==> src/hdl/mem_ctrl_pkg.sv <==
// Shared constants and types of the bank select and refresh controller
package mem_ctrl_pkg;
    localparam int          NUM_BANKS        = 8;
    localparam int          BURST_BEATS      = 4;
    // Register byte offsets
    localparam logic [7:0]  OFS_GLOBAL       = 8'h00;
    localparam logic [7:0]  OFS_FAULT        = 8'h04;
    localparam logic [7:0]  OFS_ARB_ID       = 8'h08;
    localparam logic [7:0]  OFS_BANK_FIRST   = 8'h40;
    localparam logic [7:0]  OFS_BANK_LAST    = 8'h7C;
    // Global configuration fields
    localparam int          GL_REFRESH_INTERVAL_COUNT_LSB     = 0;
    localparam int          GL_REFRESH_INTERVAL_COUNT_W       = 8;
    localparam int          GL_REFRESH_ON_BIT_BIT      = 8;
    localparam int          GL_PBF_BIT       = 9;
    localparam int          GL_PGWAIT_BIT    = 10;
    localparam logic [31:0] GLOBAL_RESET     = 32'h0000_0000;
    // Fault flag fields
    localparam int          FLT_WP_BIT       = 0;
    localparam int          FLT_PAR_BIT      = 1;
    // Arbitration id fields and reset values
    localparam int          ARB_BCLR_LSB     = 0;
    localparam int          ARB_SERIAL_DMA_CHANNEL_LSB     = 4;
    localparam int          ARB_IDMA_LSB     = 8;
    localparam logic [2:0]  BCLR_ID_RESET    = 3'h3;
    localparam logic [2:0]  SERIAL_DMA_CHANNEL_ID_RESET    = 3'h4;
    localparam logic [2:0]  IDMA_ID_RESET    = 3'h2;
    // Function code of processor space cycles
    localparam logic [3:0]  FC_CPU_SPACE     = 4'h7;
    // Refresh timing
    localparam int          CLK_PERIOD_NS    = 40;
    localparam int          REFRESH_NS       = 15600;
    localparam int          REFRESH_REF_CNT  = 24;
    localparam int          REFRESH_CYCLES   = REFRESH_NS / CLK_PERIOD_NS;
    localparam int          PRESCALE_CYCLES  = REFRESH_CYCLES / (REFRESH_REF_CNT + 2);

    typedef struct packed {
        logic [3:0]  top_bits;
        logic [16:0] base_addr;
        logic [2:0]  rsvd;
        logic [3:0]  func_code;
        logic        host_burst_ack_on;
        logic        parity_check_on;
        logic        write_guard;
        logic        valid;
    } bank_base_cfg_type;

    typedef struct packed {
        logic [3:0]  access_wait_count;
        logic [16:0] block_size_mask;
        logic [2:0]  rsvd;
        logic [3:0]  function_code_mask;
        logic        rsvd0;
        logic [1:0]  burst_beat_wait;
        logic        dram_bank_select;
    } bank_size_timing_cfg_type;

    typedef struct packed {
        logic [31:0] addr;
        logic [3:0]  fc;
        logic        write;
        logic        burst;
    } access_req_type;

    typedef bank_base_cfg_type        [NUM_BANKS-1:0] bank_base_arr_type;
    typedef bank_size_timing_cfg_type [NUM_BANKS-1:0] bank_size_arr_type;
endpackage : mem_ctrl_pkg

==> src/hdl/bank_decode.sv <==
// Address and function code decode of the eight banks
`timescale 1ns/10ps
`default_nettype none
module bank_decode (
    input  wire mem_ctrl_pkg::bank_base_arr_type base_cfg,
    input  wire mem_ctrl_pkg::bank_size_arr_type size_cfg,
    input  wire mem_ctrl_pkg::access_req_type    req,
    input  wire logic                            we_lines_mode,
    output logic                                 hit,
    output logic [2:0]                           hit_idx
);
    import mem_ctrl_pkg::*;

    function automatic logic bank_match(input bank_base_cfg_type b,
                                        input bank_size_timing_cfg_type s,
                                        input access_req_type r,
                                        input logic we_mode);
        logic addr_ok;
        logic top_ok;
        logic fc_ok;
        addr_ok = ((r.addr[27:11] ^ b.base_addr) & s.block_size_mask) == 17'h0_0000;
        top_ok  = we_mode ? (b.top_bits == 4'h0) : (r.addr[31:28] == b.top_bits);
        if (s.function_code_mask == 4'h0) begin
            fc_ok = (r.fc != FC_CPU_SPACE);
        end else begin
            fc_ok = ((r.fc ^ b.func_code) & s.function_code_mask) == 4'h0;
        end
        bank_match = b.valid && addr_ok && top_ok && fc_ok;
    endfunction : bank_match

    always_comb begin
        hit     = 1'b0;
        hit_idx = 3'h0;
        for (int i = NUM_BANKS - 1; i >= 0; i--) begin
            if (bank_match(base_cfg[i], size_cfg[i], req, we_lines_mode)) begin
                hit     = 1'b1;
                hit_idx = 3'(i);
            end
        end
    end
endmodule : bank_decode
`default_nettype wire

==> src/hdl/bank_select_refresh_ctrl.sv <==
// Bank select, wait state, burst and refresh controller with Wishbone registers
// Overview of operation
// Refresh interval count spaces refreshes; count 24 gives 15.6 us at 25 MHz.
// Eight banks, each with base and size/timing registers and own select line.
// Block size mask sets the bytes a bank covers from its base.
// Access wait count sets wait states inserted for each bank access.
// Zero function code mask selects on all codes except processor space.
// Burst beat wait 00 gives one-clock beats, 01 gives two-clock beats.
// Host burst acknowledge bit lets the bank run external processor bursts.
// Fault flags record write-protect and parity faults; no setup needed.
// Write guard bit write-protects a bank; meant for EPROM and flash.
// Parity check bit enables parity checking for that bank only.
// Parity bus fault bit makes parity errors end with bus error, except in companion mode.
// A bank's select line responds only when its valid bit is set.
// DRAM select bit gives the bank row strobe and refresh handling.
// Base bits place the window; top bits zero with byte write lines.
// Software keeps bank windows and the register block from overlapping.
// Serial DMA and refresh above the bus clear id preempt independent DMA; here serial DMA must also exceed the IDMA id, refresh always preempts.
// Page wait control must not apply in processor companion mode.
// Refresh on bit must be set for periodic refresh cycles.
// Software waits about 100 us and eight reads before using DRAM.
// At most one select per access; match needs address, valid, code.
//
// The register offsets and the Wishbone register port were chosen for this implementation.
`timescale 1ns/10ps
`default_nettype none
module bank_select_refresh_ctrl (
    input  wire logic                         clk,
    input  wire logic                         rst,
    input  wire logic                         wb_cyc_i,
    input  wire logic                         wb_stb_i,
    input  wire logic                         wb_we_i,
    input  wire logic [7:0]                   wb_adr_i,
    input  wire logic [3:0]                   wb_sel_i,
    input  wire logic [31:0]                  wb_dat_i,
    output logic      [31:0]                  wb_dat_o,
    output logic                              wb_ack_o,
    input  wire logic                         acc_req,
    input  wire mem_ctrl_pkg::access_req_type acc,
    input  wire logic                         parity_err_in,
    input  wire logic                         companion_mode,
    input  wire logic                         we_lines_mode,
    input  wire logic                         serial_dma_channel_req,
    input  wire logic                         idma_busy,
    output logic      [7:0]                   bank_sel_n,
    output logic                              acc_ack,
    output logic                              acc_berr,
    output logic                              acc_miss,
    output logic                              refresh_busy,
    output logic                              idma_clear
);
    import mem_ctrl_pkg::*;

    typedef enum logic [2:0] {S_IDLE, S_WAIT, S_BEAT, S_END, S_REFRESH} state_type;

    state_type         state_ff;
    logic [31:0]       global_mem_cfg_ff;
    bank_base_arr_type bank_base_cfg_ff;
    bank_size_arr_type bank_size_timing_cfg_ff;
    logic [1:0]        mem_fault_flags_ff;
    logic [2:0]        bclr_id_ff;
    logic [2:0]        serial_dma_channel_id_ff;
    logic [2:0]        idma_id_ff;
    logic [7:0]        prescale_ff;
    logic [7:0]        interval_ff;
    logic              refresh_tick;
    logic              refresh_pend_ff;
    logic [2:0]        bank_idx_ff;
    logic [4:0]        wait_cnt_ff;
    logic [1:0]        beat_cnt_ff;
    logic              hit;
    logic [2:0]        hit_idx;
    logic              wb_req;
    logic              wb_wr;
    logic [31:0]       nxt_dat;
    logic [1:0]        fault_set;
    logic [1:0]        fault_clr;
    logic [7:0]        dram_valid;
    logic [7:0]        bank_valid;
    logic              beat_done;
    logic              start;
    logic              wp_fault;
    logic              par_fault;
    logic              pbf_on;
    logic              pg_wait;

    bank_decode u_decode (
        .base_cfg      (bank_base_cfg_ff),
        .size_cfg      (bank_size_timing_cfg_ff),
        .req           (acc),
        .we_lines_mode (we_lines_mode),
        .hit           (hit),
        .hit_idx       (hit_idx)
    );

    function automatic logic [31:0] merge(input logic [31:0] old, input logic [31:0] wd,
                                          input logic [3:0] sel);
        for (int b = 0; b < 4; b++) begin
            if (sel[b]) begin
                old[b*8 +: 8] = wd[b*8 +: 8];
            end
        end
        merge = old;
    endfunction : merge

    function automatic logic is_bank(input logic [7:0] adr, input logic size_reg);
        is_bank = (adr >= OFS_BANK_FIRST) && (adr <= OFS_BANK_LAST) && (adr[2] == size_reg);
    endfunction : is_bank

    assign wb_req    = wb_cyc_i && wb_stb_i && !wb_ack_o;
    assign wb_wr     = wb_req && wb_we_i;
    assign pbf_on    = global_mem_cfg_ff[GL_PBF_BIT] && !companion_mode;
    assign pg_wait   = global_mem_cfg_ff[GL_PGWAIT_BIT] && !companion_mode;
    assign start     = (state_ff == S_IDLE) && acc_req && !refresh_pend_ff;
    assign wp_fault  = start && hit && acc.write && bank_base_cfg_ff[hit_idx].write_guard;
    assign par_fault = (state_ff == S_WAIT || state_ff == S_BEAT) && beat_done && !acc.write
                       && bank_base_cfg_ff[bank_idx_ff].parity_check_on && parity_err_in;
    assign beat_done = (wait_cnt_ff == 5'h00);

    always_comb begin
        for (int i = 0; i < NUM_BANKS; i++) begin
            bank_valid[i] = bank_base_cfg_ff[i].valid;
            dram_valid[i] = bank_base_cfg_ff[i].valid
                            && bank_size_timing_cfg_ff[i].dram_bank_select;
        end
    end

    // Wishbone slave, registered ack one cycle after the request
    always_ff @(posedge clk) begin
        if (rst) begin
            wb_ack_o <= 1'b0;
        end else begin
            wb_ack_o <= wb_req;
        end
    end

    always_comb begin
        nxt_dat = 32'h0000_0000;
        if (wb_adr_i == OFS_GLOBAL) begin
            nxt_dat = global_mem_cfg_ff;
        end else if (wb_adr_i == OFS_FAULT) begin
            nxt_dat = {30'h0000_0000, mem_fault_flags_ff};
        end else if (wb_adr_i == OFS_ARB_ID) begin
            nxt_dat = {21'h00_0000, idma_id_ff, 1'b0, serial_dma_channel_id_ff, 1'b0, bclr_id_ff};
        end else if (is_bank(wb_adr_i, 1'b0)) begin
            nxt_dat = bank_base_cfg_ff[wb_adr_i[5:3]];
        end else if (is_bank(wb_adr_i, 1'b1)) begin
            nxt_dat = bank_size_timing_cfg_ff[wb_adr_i[5:3]];
        end
    end

    always_ff @(posedge clk) begin
        if (rst) begin
            wb_dat_o <= 32'h0000_0000;
        end else if (wb_req && !wb_we_i) begin
            wb_dat_o <= nxt_dat;
        end
    end

    always_ff @(posedge clk) begin
        if (rst) begin
            global_mem_cfg_ff <= GLOBAL_RESET;
            bclr_id_ff        <= BCLR_ID_RESET;
            serial_dma_channel_id_ff        <= SERIAL_DMA_CHANNEL_ID_RESET;
            idma_id_ff        <= IDMA_ID_RESET;
        end else if (wb_wr && wb_adr_i == OFS_GLOBAL) begin
            global_mem_cfg_ff <= merge(global_mem_cfg_ff, wb_dat_i, wb_sel_i);
        end else if (wb_wr && wb_adr_i == OFS_ARB_ID) begin
            if (wb_sel_i[0]) begin
                bclr_id_ff <= wb_dat_i[ARB_BCLR_LSB +: 3];
                serial_dma_channel_id_ff <= wb_dat_i[ARB_SERIAL_DMA_CHANNEL_LSB +: 3];
            end
            if (wb_sel_i[1]) begin
                idma_id_ff <= wb_dat_i[ARB_IDMA_LSB +: 3];
            end
        end
    end

    // Per-bank configuration, banks reset unused
    always_ff @(posedge clk) begin
        if (rst) begin
            bank_base_cfg_ff        <= '0;
            bank_size_timing_cfg_ff <= '0;
        end else if (wb_wr && is_bank(wb_adr_i, 1'b0)) begin
            bank_base_cfg_ff[wb_adr_i[5:3]] <= merge(bank_base_cfg_ff[wb_adr_i[5:3]], wb_dat_i,
                                                     wb_sel_i);
        end else if (wb_wr && is_bank(wb_adr_i, 1'b1)) begin
            bank_size_timing_cfg_ff[wb_adr_i[5:3]] <=
                merge(bank_size_timing_cfg_ff[wb_adr_i[5:3]], wb_dat_i, wb_sel_i);
        end
    end

    // Fault flags, write one to clear, a new fault wins over the clear
    always_comb begin
        fault_set = '0;
        fault_set[FLT_WP_BIT]  = wp_fault;
        fault_set[FLT_PAR_BIT] = par_fault;
        fault_clr = (wb_wr && wb_adr_i == OFS_FAULT && wb_sel_i[0]) ? wb_dat_i[1:0] : 2'b00;
    end

    always_ff @(posedge clk) begin
        if (rst) begin
            mem_fault_flags_ff <= 2'b00;
        end else begin
            mem_fault_flags_ff <= (mem_fault_flags_ff & ~fault_clr) | fault_set;
        end
    end

    // Refresh timer: one tick every (count + 2) prescaler periods
    assign refresh_tick = (prescale_ff == 8'(PRESCALE_CYCLES - 1)) && (interval_ff == 8'h00);

    always_ff @(posedge clk) begin
        if (rst || !global_mem_cfg_ff[GL_REFRESH_ON_BIT_BIT]) begin
            prescale_ff <= 8'h00;
            interval_ff <= 8'h00;
        end else if (prescale_ff == 8'(PRESCALE_CYCLES - 1)) begin
            prescale_ff <= 8'h00;
            interval_ff <= (interval_ff == 8'h00) ?
                           global_mem_cfg_ff[GL_REFRESH_INTERVAL_COUNT_LSB +: GL_REFRESH_INTERVAL_COUNT_W] + 8'h01 :
                           interval_ff - 8'h01;
        end else begin
            prescale_ff <= prescale_ff + 8'h01;
        end
    end

    always_ff @(posedge clk) begin
        if (rst) begin
            refresh_pend_ff <= 1'b0;
        end else if (refresh_tick && global_mem_cfg_ff[GL_REFRESH_ON_BIT_BIT] && |dram_valid) begin
            refresh_pend_ff <= 1'b1;
        end else if (state_ff == S_REFRESH) begin
            refresh_pend_ff <= 1'b0;
        end
    end

    // Bus clear toward independent DMA
    always_ff @(posedge clk) begin
        if (rst) begin
            idma_clear <= 1'b0;
        end else begin
            idma_clear <= idma_busy && ((serial_dma_channel_req && serial_dma_channel_id_ff > bclr_id_ff
                                         && serial_dma_channel_id_ff > idma_id_ff) || refresh_pend_ff);
        end
    end

    // Access sequencer
    always_ff @(posedge clk) begin
        if (rst) begin
            state_ff    <= S_IDLE;
            bank_idx_ff <= 3'h0;
            wait_cnt_ff <= 5'h00;
            beat_cnt_ff <= 2'h0;
        end else begin
            unique case (state_ff)
                S_IDLE: begin
                    if (refresh_pend_ff) begin
                        state_ff <= S_REFRESH;
                    end else if (acc_req && hit && !wp_fault) begin
                        state_ff    <= S_WAIT;
                        bank_idx_ff <= hit_idx;
                        beat_cnt_ff <= 2'(BURST_BEATS - 1);
                        wait_cnt_ff <= {1'b0, bank_size_timing_cfg_ff[hit_idx].access_wait_count}
                                       + 5'((pg_wait && bank_size_timing_cfg_ff[hit_idx]
                                             .dram_bank_select) ? 1 : 0);
                    end else if (acc_req) begin
                        state_ff <= S_END;
                    end
                end
                S_WAIT, S_BEAT: begin
                    if (!beat_done) begin
                        wait_cnt_ff <= wait_cnt_ff - 5'h01;
                    end else if (acc.burst && bank_base_cfg_ff[bank_idx_ff].host_burst_ack_on
                                 && beat_cnt_ff != 2'h0 && !(par_fault && pbf_on)) begin
                        state_ff    <= S_BEAT;
                        beat_cnt_ff <= beat_cnt_ff - 2'h1;
                        wait_cnt_ff <= {3'h0, bank_size_timing_cfg_ff[bank_idx_ff]
                                        .burst_beat_wait};
                    end else begin
                        state_ff <= S_END;
                    end
                end
                S_END: begin
                    if (!acc_req) begin
                        state_ff <= S_IDLE;
                    end
                end
                S_REFRESH: begin
                    state_ff <= S_IDLE;
                end
            endcase
        end
    end

    // Registered outputs toward memory and requester
    always_ff @(posedge clk) begin
        if (rst) begin
            bank_sel_n   <= 8'hFF;
            acc_ack      <= 1'b0;
            acc_berr     <= 1'b0;
            acc_miss     <= 1'b0;
            refresh_busy <= 1'b0;
        end else begin
            bank_sel_n   <= 8'hFF;
            acc_ack      <= 1'b0;
            acc_berr     <= wp_fault || (par_fault && pbf_on);
            acc_miss     <= start && !hit;
            refresh_busy <= (state_ff == S_IDLE) && refresh_pend_ff;
            if (state_ff == S_IDLE && refresh_pend_ff) begin
                bank_sel_n <= ~dram_valid;
            end else if (start && hit && !wp_fault) begin
                bank_sel_n <= ~(8'h01 << hit_idx);
            end else if ((state_ff == S_WAIT || state_ff == S_BEAT) && !(beat_done &&
                         (state_ff_next_end(beat_cnt_ff)))) begin
                bank_sel_n <= ~(8'h01 << bank_idx_ff);
            end
            if ((state_ff == S_WAIT || state_ff == S_BEAT) && beat_done) begin
                acc_ack <= !(par_fault && pbf_on);
            end
        end
    end

    function automatic logic state_ff_next_end(input logic [1:0] beats);
        state_ff_next_end = !(acc.burst && bank_base_cfg_ff[bank_idx_ff].host_burst_ack_on
                              && beats != 2'h0 && !(par_fault && pbf_on));
    endfunction : state_ff_next_end

    // Assertion helpers
    logic [11:0] tick_gap_ff;
    logic        tick_seen_ff;
    always_ff @(posedge clk) begin
        if (rst || !global_mem_cfg_ff[GL_REFRESH_ON_BIT_BIT] || (wb_wr && wb_adr_i == OFS_GLOBAL)) begin
            tick_gap_ff  <= 12'h000;
            tick_seen_ff <= 1'b0;
        end else if (refresh_tick) begin
            tick_gap_ff  <= 12'h001;
            tick_seen_ff <= 1'b1;
        end else begin
            tick_gap_ff  <= tick_gap_ff + 12'h001;
        end
    end

    property p_refresh_period;
        @(posedge clk) disable iff (rst)
        refresh_tick && tick_seen_ff |-> tick_gap_ff ==
            12'(PRESCALE_CYCLES * (global_mem_cfg_ff[GL_REFRESH_INTERVAL_COUNT_LSB +: GL_REFRESH_INTERVAL_COUNT_W] + 2));
    endproperty
    a_refresh_period: assert property (p_refresh_period)
        else $error("refresh spacing wrong");

    property p_refresh_needs_enable;
        @(posedge clk) disable iff (rst)
        !global_mem_cfg_ff[GL_REFRESH_ON_BIT_BIT] && !refresh_pend_ff |=> !refresh_busy;
    endproperty
    a_refresh_needs_enable: assert property (p_refresh_needs_enable)
        else $error("refresh while off");

    property p_one_select;
        @(posedge clk) disable iff (rst)
        !refresh_busy |-> $onehot0(~bank_sel_n);
    endproperty
    a_one_select: assert property (p_one_select) else $error("more than one bank selected");

    property p_select_valid;
        @(posedge clk) disable iff (rst)
        ((~bank_sel_n) & ~$past(bank_valid)) == 8'h00;
    endproperty
    a_select_valid: assert property (p_select_valid) else $error("invalid bank selected");

    property p_write_guard;
        @(posedge clk) disable iff (rst)
        wp_fault |=> acc_berr && bank_sel_n == 8'hFF && mem_fault_flags_ff[FLT_WP_BIT];
    endproperty
    a_write_guard: assert property (p_write_guard) else $error("guarded write not refused");

    property p_zero_wait;
        @(posedge clk) disable iff (rst)
        start && hit && !wp_fault && bank_size_timing_cfg_ff[hit_idx].access_wait_count == 4'h0
        && !pg_wait |=> ##1 (acc_ack || acc_berr);
    endproperty
    a_zero_wait: assert property (p_zero_wait) else $error("wait count not honoured");

    property p_two_clock_beat;
        @(posedge clk) disable iff (rst)
        state_ff == S_BEAT && beat_done && bank_size_timing_cfg_ff[bank_idx_ff].burst_beat_wait
        == 2'b01 |=> ##1 !acc_ack;
    endproperty
    a_two_clock_beat: assert property (p_two_clock_beat) else $error("beat too short");

    property p_parity_fault;
        @(posedge clk) disable iff (rst)
        acc_berr && !$past(wp_fault) |-> $past(pbf_on) && !$past(companion_mode);
    endproperty
    a_parity_fault: assert property (p_parity_fault)
        else $error("parity bus error not enabled");

    property p_preempt;
        @(posedge clk) disable iff (rst)
        idma_busy && refresh_pend_ff |=> idma_clear;
    endproperty
    a_preempt: assert property (p_preempt) else $error("refresh did not clear dma");

    c_burst:   cover property (@(posedge clk) disable iff (rst) state_ff == S_BEAT ##1 acc_ack);
    c_refresh: cover property (@(posedge clk) disable iff (rst) refresh_busy);
    c_parity:  cover property (@(posedge clk) disable iff (rst) par_fault);
endmodule : bank_select_refresh_ctrl
`default_nettype wire

==> config.mk <==
export PLATFORM = sky130hd
export DESIGN_NAME = bank_select_refresh_ctrl
export DESIGN_NICKNAME = d
export VERILOG_FILES = /design/src/hdl/mem_ctrl_pkg.sv /design/src/hdl/bank_decode.sv /design/src/hdl/bank_select_refresh_ctrl.sv
export SDC_FILE = /design/constraint.sdc
export NUM_CORES = 2
export LEC_CHECK = 0
export BUFFER_PORTS_ARGS = -buffer_cell sky130_fd_sc_hd__buf_4
export CAP_MARGIN = 0
export CORE_ASPECT_RATIO = 1.25
export CORE_UTILIZATION = 39
export DETAILED_ROUTE_END_ITERATION = 6
export GPL_TIMING_DRIVEN = 1
export MAX_ROUTING_LAYER = met4
export PLACE_DENSITY_LB_ADDON = 0.12
export SYNTH_ARGS = -nofsm -noshare
export SYNTH_HDL_FRONTEND = slang
export SYNTH_SLANG_ARGS = --single-unit
==> constraint.sdc <==
create_clock -name clk -period 6.12 [get_ports clk]
set_input_delay 1.224 -clock clk [delete_from_list [all_inputs] [get_ports clk]]
set_output_delay 1.224 -clock clk [all_outputs]
set_load 0.05 [all_outputs]
==> Yosys cells after proc, flatten, opt, wreduce, memory -nomap -nowiden <==
Cells that the tools add are included.
{ "totals": {"ff_bits": 631} }
{ "classes": {"add_sub_neg": 6, "n_lt_le_gt_ge": 8, "n_eq_ne": 23, "n_shift": 2, "mux": 106, "n_bitwise": 43, "n_reduce_logical": 144} }
{ "ops": {"columns": ["op", "count"], "rows": [
  ["binary-select mux 32 bit (select 3 bit)", 6],
  ["bitwise mux 256 bit", 2],
  ["two-way mux 32 bit", 9],
  ["two-way mux 8 bit", 32],
  ["bitwise AND 17 bit", 8],
  ["zero test 17 bit", 8],
  ["bitwise XOR 17 bit", 8],
  ["demux 32 bit (select 3 bit)", 1],
  ["zero test 4 bit", 24],
  ["logical AND 1 bit", 75],
  ["two-way mux 3 bit", 14],
  ["bitwise AND 4 bit", 8],
  ["== test 4 bit", 8],
  ["bitwise XOR 4 bit", 8],
  ["two-way mux 1 bit", 28],
  ["inverter 8 bit", 3],
  ["two-way mux 5 bit", 4],
  ["adder 8 x 1 -> 8 bit (second input constant)", 2],
  ["== test 8 x 4 -> 1 bit (second input constant)", 2],
  ["zero test 8 bit", 2],
  ["left shift 1 x 3 -> 8 bit (first input constant)", 2],
  ["less-than comparator 3 x 4 -> 1 bit (second input constant)", 3],
  ["two-way mux 2 bit", 6],
  ["one-hot mux 3 bit (4 select lines)", 1],
  ["34 further kinds", 68]
]} }

==> Longest topological paths before layout <==
{ "depth": {"word_depth": 22, "depth_mapped": 19} }

==> By module <==
A second synthesis with hierarchy kept.
{ "unflattened": {"cells_unflattened": 4028, "area_unflattened_um2": 31964.4} }
{ "by_module_without_submodules": {"columns": ["mod", "n_inst", "cells_per_inst", "area_each_um2", "seq_area_each_um2"], "rows": [
  ["bank_select_refresh_ctrl", 1, 3628, 28885.2, 12632.1],
  ["bank_decode", 1, 400, 3079.2, 0.0]
]} }

==> Worst setup path after synthesis <==
No wires, ideal clock.
{ "synth_path": {"path_type": "input -> register", "from": "input port acc[3] (netlist name)", "to": "register wait_cnt_ff[2]", "setup_ps": 70, "t_arrival_ps": 4934, "t_required_ps": 6050, "slack_ps": 1116, "path_stages": 18, "n_path_buf": 4, "path_cell_list": "buf_4 and4b_1 buf_6 buf_6 a22oi_1 nand4_1 nor4_2 nor3_1 a211oi_4 buf_2 mux2_2 o21ai_0 o21ai_0 ha_1 ha_1 xor2_1 a211o_1 a21oi_1"} }
{ "synth_between": {"elab_chain_cells": 21, "elab_cells_between_ends": 75, "classes_between": "add/sub (1); eq/ne (2); mux (32); bitwise (16); reduce/logical (24)"} }
{ "synth_lines": {"columns": ["element", "line_no", "source"], "rows": [
  ["from (decl)", "bank_select_refresh_ctrl.sv:39", "input wire mem_ctrl_pkg::access_req_type acc,"],
  ["bitwise XOR 4 bit", "bank_decode.sv:26", "fc_ok = ((r.fc ^ b.func_code) & s.function_code_mask) == 4'h0;"],
  ["bitwise AND 4 bit", "bank_decode.sv:26", null],
  ["zero test 4 bit", "bank_decode.sv:26", null],
  ["two-way mux 1 bit", "bank_decode.sv:23", "if (s.function_code_mask == 4'h0) begin"],
  ["logical AND 1 bit", "bank_decode.sv:28", "bank_match = b.valid && addr_ok && top_ok && fc_ok;"],
  ["two-way mux 3 bit (8 in series)", "bank_decode.sv:35", "if (bank_match(base_cfg[i], size_cfg[i], req, we_lines_mode)) begin"],
  ["binary-select mux 32 bit (select 3 bit)", "bank_select_refresh_ctrl.sv:262, bank_select_refresh_ctrl.sv:263", null],
  ["two-way mux 32 bit (not written as such)", "bank_select_refresh_ctrl.sv:263", "+ 5'((pg_wait && bank_size_timing_cfg_ff[hit_idx]"],
  ["logical AND 1 bit", "bank_select_refresh_ctrl.sv:263", null],
  ["two-way mux 1 bit", "bank_select_refresh_ctrl.sv:264", ".dram_bank_select) ? 1 : 0);"],
  ["adder 4 x 1 -> 5 bit", "bank_select_refresh_ctrl.sv:263", null],
  ["two-way mux 5 bit", "bank_select_refresh_ctrl.sv:258", "end else if (acc_req && hit && !wp_fault) begin"],
  ["two-way mux 5 bit", "bank_select_refresh_ctrl.sv:256", "if (refresh_pend_ff) begin"],
  ["one-hot mux 5 bit (2 select lines)", "bank_select_refresh_ctrl.sv:254", "unique case (state_ff)"],
  ["to (signal assigned)", "bank_select_refresh_ctrl.sv:262", "wait_cnt_ff <= {1'b0, bank_size_timing_cfg_ff[hit_idx].access_wait_count}"],
  ["to (signal assigned)", "bank_select_refresh_ctrl.sv:271", "wait_cnt_ff <= wait_cnt_ff - 5'h01;"],
  ["to (signal assigned)", "bank_select_refresh_ctrl.sv:276", "wait_cnt_ff <= {3'h0, bank_size_timing_cfg_ff[bank_idx_ff]"],
  ["to (decl)", "bank_select_refresh_ctrl.sv:69", "logic [4:0] wait_cnt_ff;"]
]} }
Several ways; a longest one is shown, not always the timed one. The select of a mux whose other input is x is not followed.
A chain may end at the register's enable or synchronous reset.

==> Worst setup path in the final report <==
{ "layout_path": {"from": "input port acc[5] (netlist name)", "to": "register wait_cnt_ff[2]"} }
Same word-level chain as after synthesis.

==> results.md <==
- Die Span X: 257 µm
- Largest net degree at the start of global routing: 208
- Max-slew headroom at the worst pin: 12.1%
- Post-detailed-placement half-perimeter wirelength: 130000 µm
- Delay of the slowest cell on the worst path: 0.85 ns
- Cells after Synth: 4150
- Initial Utilization: 39.4%
- Number of flops mapped to enable cells by yosys: 0
- Net load switching power: 2.64 mW
- Instance area at placement: 33700 µm²
- Number of slew-limit violations in the final report: 0
- Share of post-route cells with drive strength above 1: 9.76%
- Via density per instance: 6.25
- Setup repair after global routing missed its margin: false
- Number of fill cells: 8307
- Average wire per cell in the routed design: 33.4 µm
- Series of cell instances along the critical path: buf_4 > and4b_1 > buf_4 > a22oi_1 > nand4_1 > nor4_2 > nor3_1 > a211oi_4 > buf_4 > nor2b_1 > a211oi_1 > a21oi_1 > a21oi_1 > nor3b_1 > ha_1 > ha_1 > xor2_1 > a211o_1 > a21oi_1
- CTS tree: yes
- Worst-margin pin slew: 1.32 ns
- Clock buffers created by TritonCTS: 71
- Number of post-CTS setup repair buffers: 0
- Setup tns final: 0 ns
- Endpoint class of the critical path: flop
- Area Overhead vs Synth: 14.2%
- Worst-skew pair later-pin latency: 0.65 ns
- Startpoint of the lowest-slack register-to-register path: bank_base_cfg_ff[28]
- Signal arrival time at the worst endpoint: 5.85 ns
- Number of endpoints with negative hold slack in the final report: 0
- Count of hold buffers inserted by post-cts repair: 0
- Worst Skew: 0.0234 ns
- Sequential share of the synthesized area: 40.0%
- I/O pin count: 139
- Reg2Reg Depth: 17
- Startpoint of the most critical hold path: bank_size_timing_cfg_ff[106]
- Cell at the root of the clock tree: sky130_fd_sc_hd__clkbuf_16
- Count of instances resized after the clock tree is built: 0
- Worst setup margin: 0.832 ns
- Type of the worst setup path: primary input to flop
- Reg-to-reg critical path endpoint: wait_cnt_ff[2]
- Slowest CP cell: sky130_fd_sc_hd__nor4_2
- Number of buffers added on ports: 127
- Internal power of the cells: 6.97 mW
- Syn nets: 4258
- Leakage power summed over all cells: 12.2 nW
- Final Critical Period: 5.29 ns
- FF-to-FF setup slack: 1.10 ns
- Final critical-path share of the clock period: 86.4%
- Overall die area: 82200 µm²
- Pwr per Cell Area: 266 nW/µm²
- Violated checks: DRC
- Length of the first detailed-routing pass in iterations: 7
- Number of design-rule violations left by the first detailed-router iteration: 4366
- Result of the run: finished, violations left
- Largest buffer count on any clock path: 3
- Number of global-route vias before repair: 30700
- Final setup violation count: 0
- Number of nets at the end of the flow: 4248
- Data required time of the worst path: 6.68 ns
- Worst hold path type: flop to flop
- Vertical die dimension: 320 µm
- Count of unique library cells instantiated by Yosys: 76
- Core area: 80100 µm²
- Cell Rows: 116
- Cell depth of the worst min-delay path: 2
- CTS H-tree depth: 3
- Maximum operating frequency: 189 MHz
- Antenna-violating nets left: 0
- Critical path fanouts, max: 9
- Final Power: 9.61 mW
- Avg Inst Size Synth: 7.61 µm²
- Antenna violations before repair: 6
- Yosys reg bits: 631
- Post-Place Worst Slack: 0.281 ns
- WL final: 176000 µm
- Detailed-route DRC error count: 1
- Synthesized area: 31600 µm²
- # clock sinks: 631
- Total number of yosys warnings: 0
- Post-route cell area: 36100 µm²
- Worst VDD drop: 0.225 mV
- Vias after detailed routing: 32900
- MaxCap Viol Count: 0
- Grt ovf: 0
- Primary flip-flop cell chosen by synthesis mapping: sky130_fd_sc_hd__dfxtp_1
- GRT Util Overall: 42.9%
- Switching share of power: 27.5%
- Gate power share: 10.1%
- Wire length of the first global-routing pass: 243000 µm
- Terminating pin of the worst hold path: bank_size_timing_cfg_ff[106]
- Clock power frac: 46.4%
- Fraction of registers with async set or reset after synthesis: 0%
- GP Congestion: 1.10
- Fraction of power consumed by sequential logic: 43.4%
- Kind of launch point of the worst setup path: primary input
- CTS clock-pin slew for the worst setup and hold paths: 0.06 ns
==> registers in the layout, summed over array words and instances, names as in the netlist, 2 cells and up <==
| name | cells |
|---|---|
| bank_base_cfg_ff | 256 |
| bank_idx_ff | 3 |
| bank_sel_n | 8 |
| bank_size_timing_cfg_ff | 256 |
| bclr_id_ff | 3 |
| beat_cnt_ff | 2 |
| global_mem_cfg_ff | 32 |
| idma_id_ff | 3 |
| interval_ff | 8 |
| mem_fault_flags_ff | 2 |
| prescale_ff | 8 |
| serial_dma_channel_id_ff | 3 |
| state_ff | 3 |
| wait_cnt_ff | 5 |
| wb_dat_o | 32 |
==> metrics by stage <==
stage                     utilization, %  cells  hold WS (ns)
after detailed placement            42.1   5129         0.446
final                               45.0   5261         0.456
after global placement              42.1   5129         0.441
after floorplan                        -   4150         0.436
after CTS                           45.0   5254         0.454
after global routing                45.0   5259         0.466
==> cell usage in the layout (no fill, tap or decap), drive strengths merged, types with 10 or more instances in the layout <==
master | synthesis | final
nand3b | 10 | 10
nand4 | 111 | 111
a221o | 31 | 31
o22ai | 13 | 13
xor2 | 179 | 179
nor2b | 40 | 40
a21oi | 596 | 596
nor3 | 50 | 50
mux2i | 33 | 33
inv | 19 | 20
buf | 46 | 231
o21ai | 22 | 22
clkinv | 0 | 11
or4 | 12 | 12
ha | 15 | 15
nor2 | 244 | 244
a211oi | 41 | 41
clkbuf | 268 | 108
dfxtp | 631 | 631
nand2 | 1098 | 1098
a221oi | 10 | 10
nand3 | 60 | 60
a21boi | 17 | 17
a22oi | 393 | 393
nor4 | 32 | 32
mux2 | 15 | 15
xnor2 | 37 | 37
==> power groups by stage <==
stage          combinational [mW]  sequential, mW  clock [mW]
5_1_grt                      1.02            4.18        4.64
6_report                    0.974            4.17        4.46
2_1_floorplan               0.521            4.30           0
3_3_place_gp                0.951            4.26           0
3_5_place_dp                0.950            4.26           0
4_1_cts                     0.953            4.17        4.49
==> kinds of logic after synthesis <==
group | count (synthesis) | share of synthesized area (%)
compound gates | 1188 | 23.9
xor+xnor | 216 | 5.99
fa+ha+maj | 15 | 0.594
buf+inv | 333 | 4.18
flops | 631 | 40.0
mux | 56 | 2.15
simple gates | 1711 | 23.2
==> worst max path at each step <==
stage               slack (ns)    from        endpoint  cells after the start
floorplan                 1.12  acc[3]  wait_cnt_ff[2]                     18
global placement          0.28  acc[5]  wait_cnt_ff[2]                     19
detailed placement        0.28  acc[5]  wait_cnt_ff[2]                     19
CTS                       0.95  acc[5]  wait_cnt_ff[2]                     19
global route              0.63  acc[5]  wait_cnt_ff[2]                     19
finish                    0.83  acc[5]  wait_cnt_ff[2]                     19
==> synth_stat cells, types with 6 or more instances <==
cell type                  number  area (µm²)
sky130_fd_sc_hd__xor2_1       179        1570
sky130_fd_sc_hd__nand3b_1       9        67.6
sky130_fd_sc_hd__o22ai_1       13        81.3
sky130_fd_sc_hd__o41a_1         8        90.1
sky130_fd_sc_hd__xnor2_1       37         324
sky130_fd_sc_hd__a22oi_1      392        2940
sky130_fd_sc_hd__nand2_1     1098        4120
sky130_fd_sc_hd__and2_1         6        37.5
sky130_fd_sc_hd__inv_1         18        67.6
sky130_fd_sc_hd__buf_1         18        67.6
sky130_fd_sc_hd__a21boi_0      16         120
sky130_fd_sc_hd__mux4_2         8         180
sky130_fd_sc_hd__dfxtp_1      631       12600
sky130_fd_sc_hd__buf_2         20         100
sky130_fd_sc_hd__a31oi_1        7        43.8
sky130_fd_sc_hd__mux2i_1       33         330
sky130_fd_sc_hd__nor3_1        49         245
sky130_fd_sc_hd__nand3_1       60         300
sky130_fd_sc_hd__clkbuf_1     268        1010
sky130_fd_sc_hd__ha_1          15         188
sky130_fd_sc_hd__a221o_1       31         310
sky130_fd_sc_hd__a41oi_1        9        78.8
sky130_fd_sc_hd__or4_1         11        82.6
sky130_fd_sc_hd__a221oi_1       9        78.8
sky130_fd_sc_hd__nand4_1      111         694
sky130_fd_sc_hd__and3_1         9        56.3
sky130_fd_sc_hd__nor4_1        28         175
sky130_fd_sc_hd__mux2_2        15         169
sky130_fd_sc_hd__o21ai_0       21         105
sky130_fd_sc_hd__a211oi_1      40         300
sky130_fd_sc_hd__a21oi_1      596        2980
sky130_fd_sc_hd__nor2_1       244         916
sky130_fd_sc_hd__nor2b_1       40         250
sky130_fd_sc_hd__nand2b_1       8        50.1
sky130_fd_sc_hd__nor3b_1        8        60.1
==> per-layer routing <==
layer	global-route usage [%]	part of all wire, %	vias up
li1	-	-	14600
met1	49.1	38	16100
met2	66.8	46	1707
met3	8.80	8.3	460
met4	31.0	8.3	0
met5	-	0	-
==> worst max-delay path: cells and delay by family <==
kind | cells | cell delay (ns)
xor gates and xnor gates | 1 | 0.17
and+or+nand+nor | 6 | 1.69
adders and majority gates | 2 | 0.41
AOI/OAI and AO/OA | 7 | 1.62
buffers and inverters | 3 | 0.71
==> cell type report <==
class	instances	area [µm²]	share of cell area, %
Inverter	19	71.3	0.198
Clock inverter	17	240	0.666
Sequential cell	631	12600	35.0
Multi-Input combinational cell	3186	17800	49.4
Antenna cell	7	17.5	0.0486
Timing Repair Buffer	231	1850	5.14
Tap cell	1062	1330	3.68
Clock buffer	108	2100	5.82
Note: power is estimated with default switching activity, not from simulation.
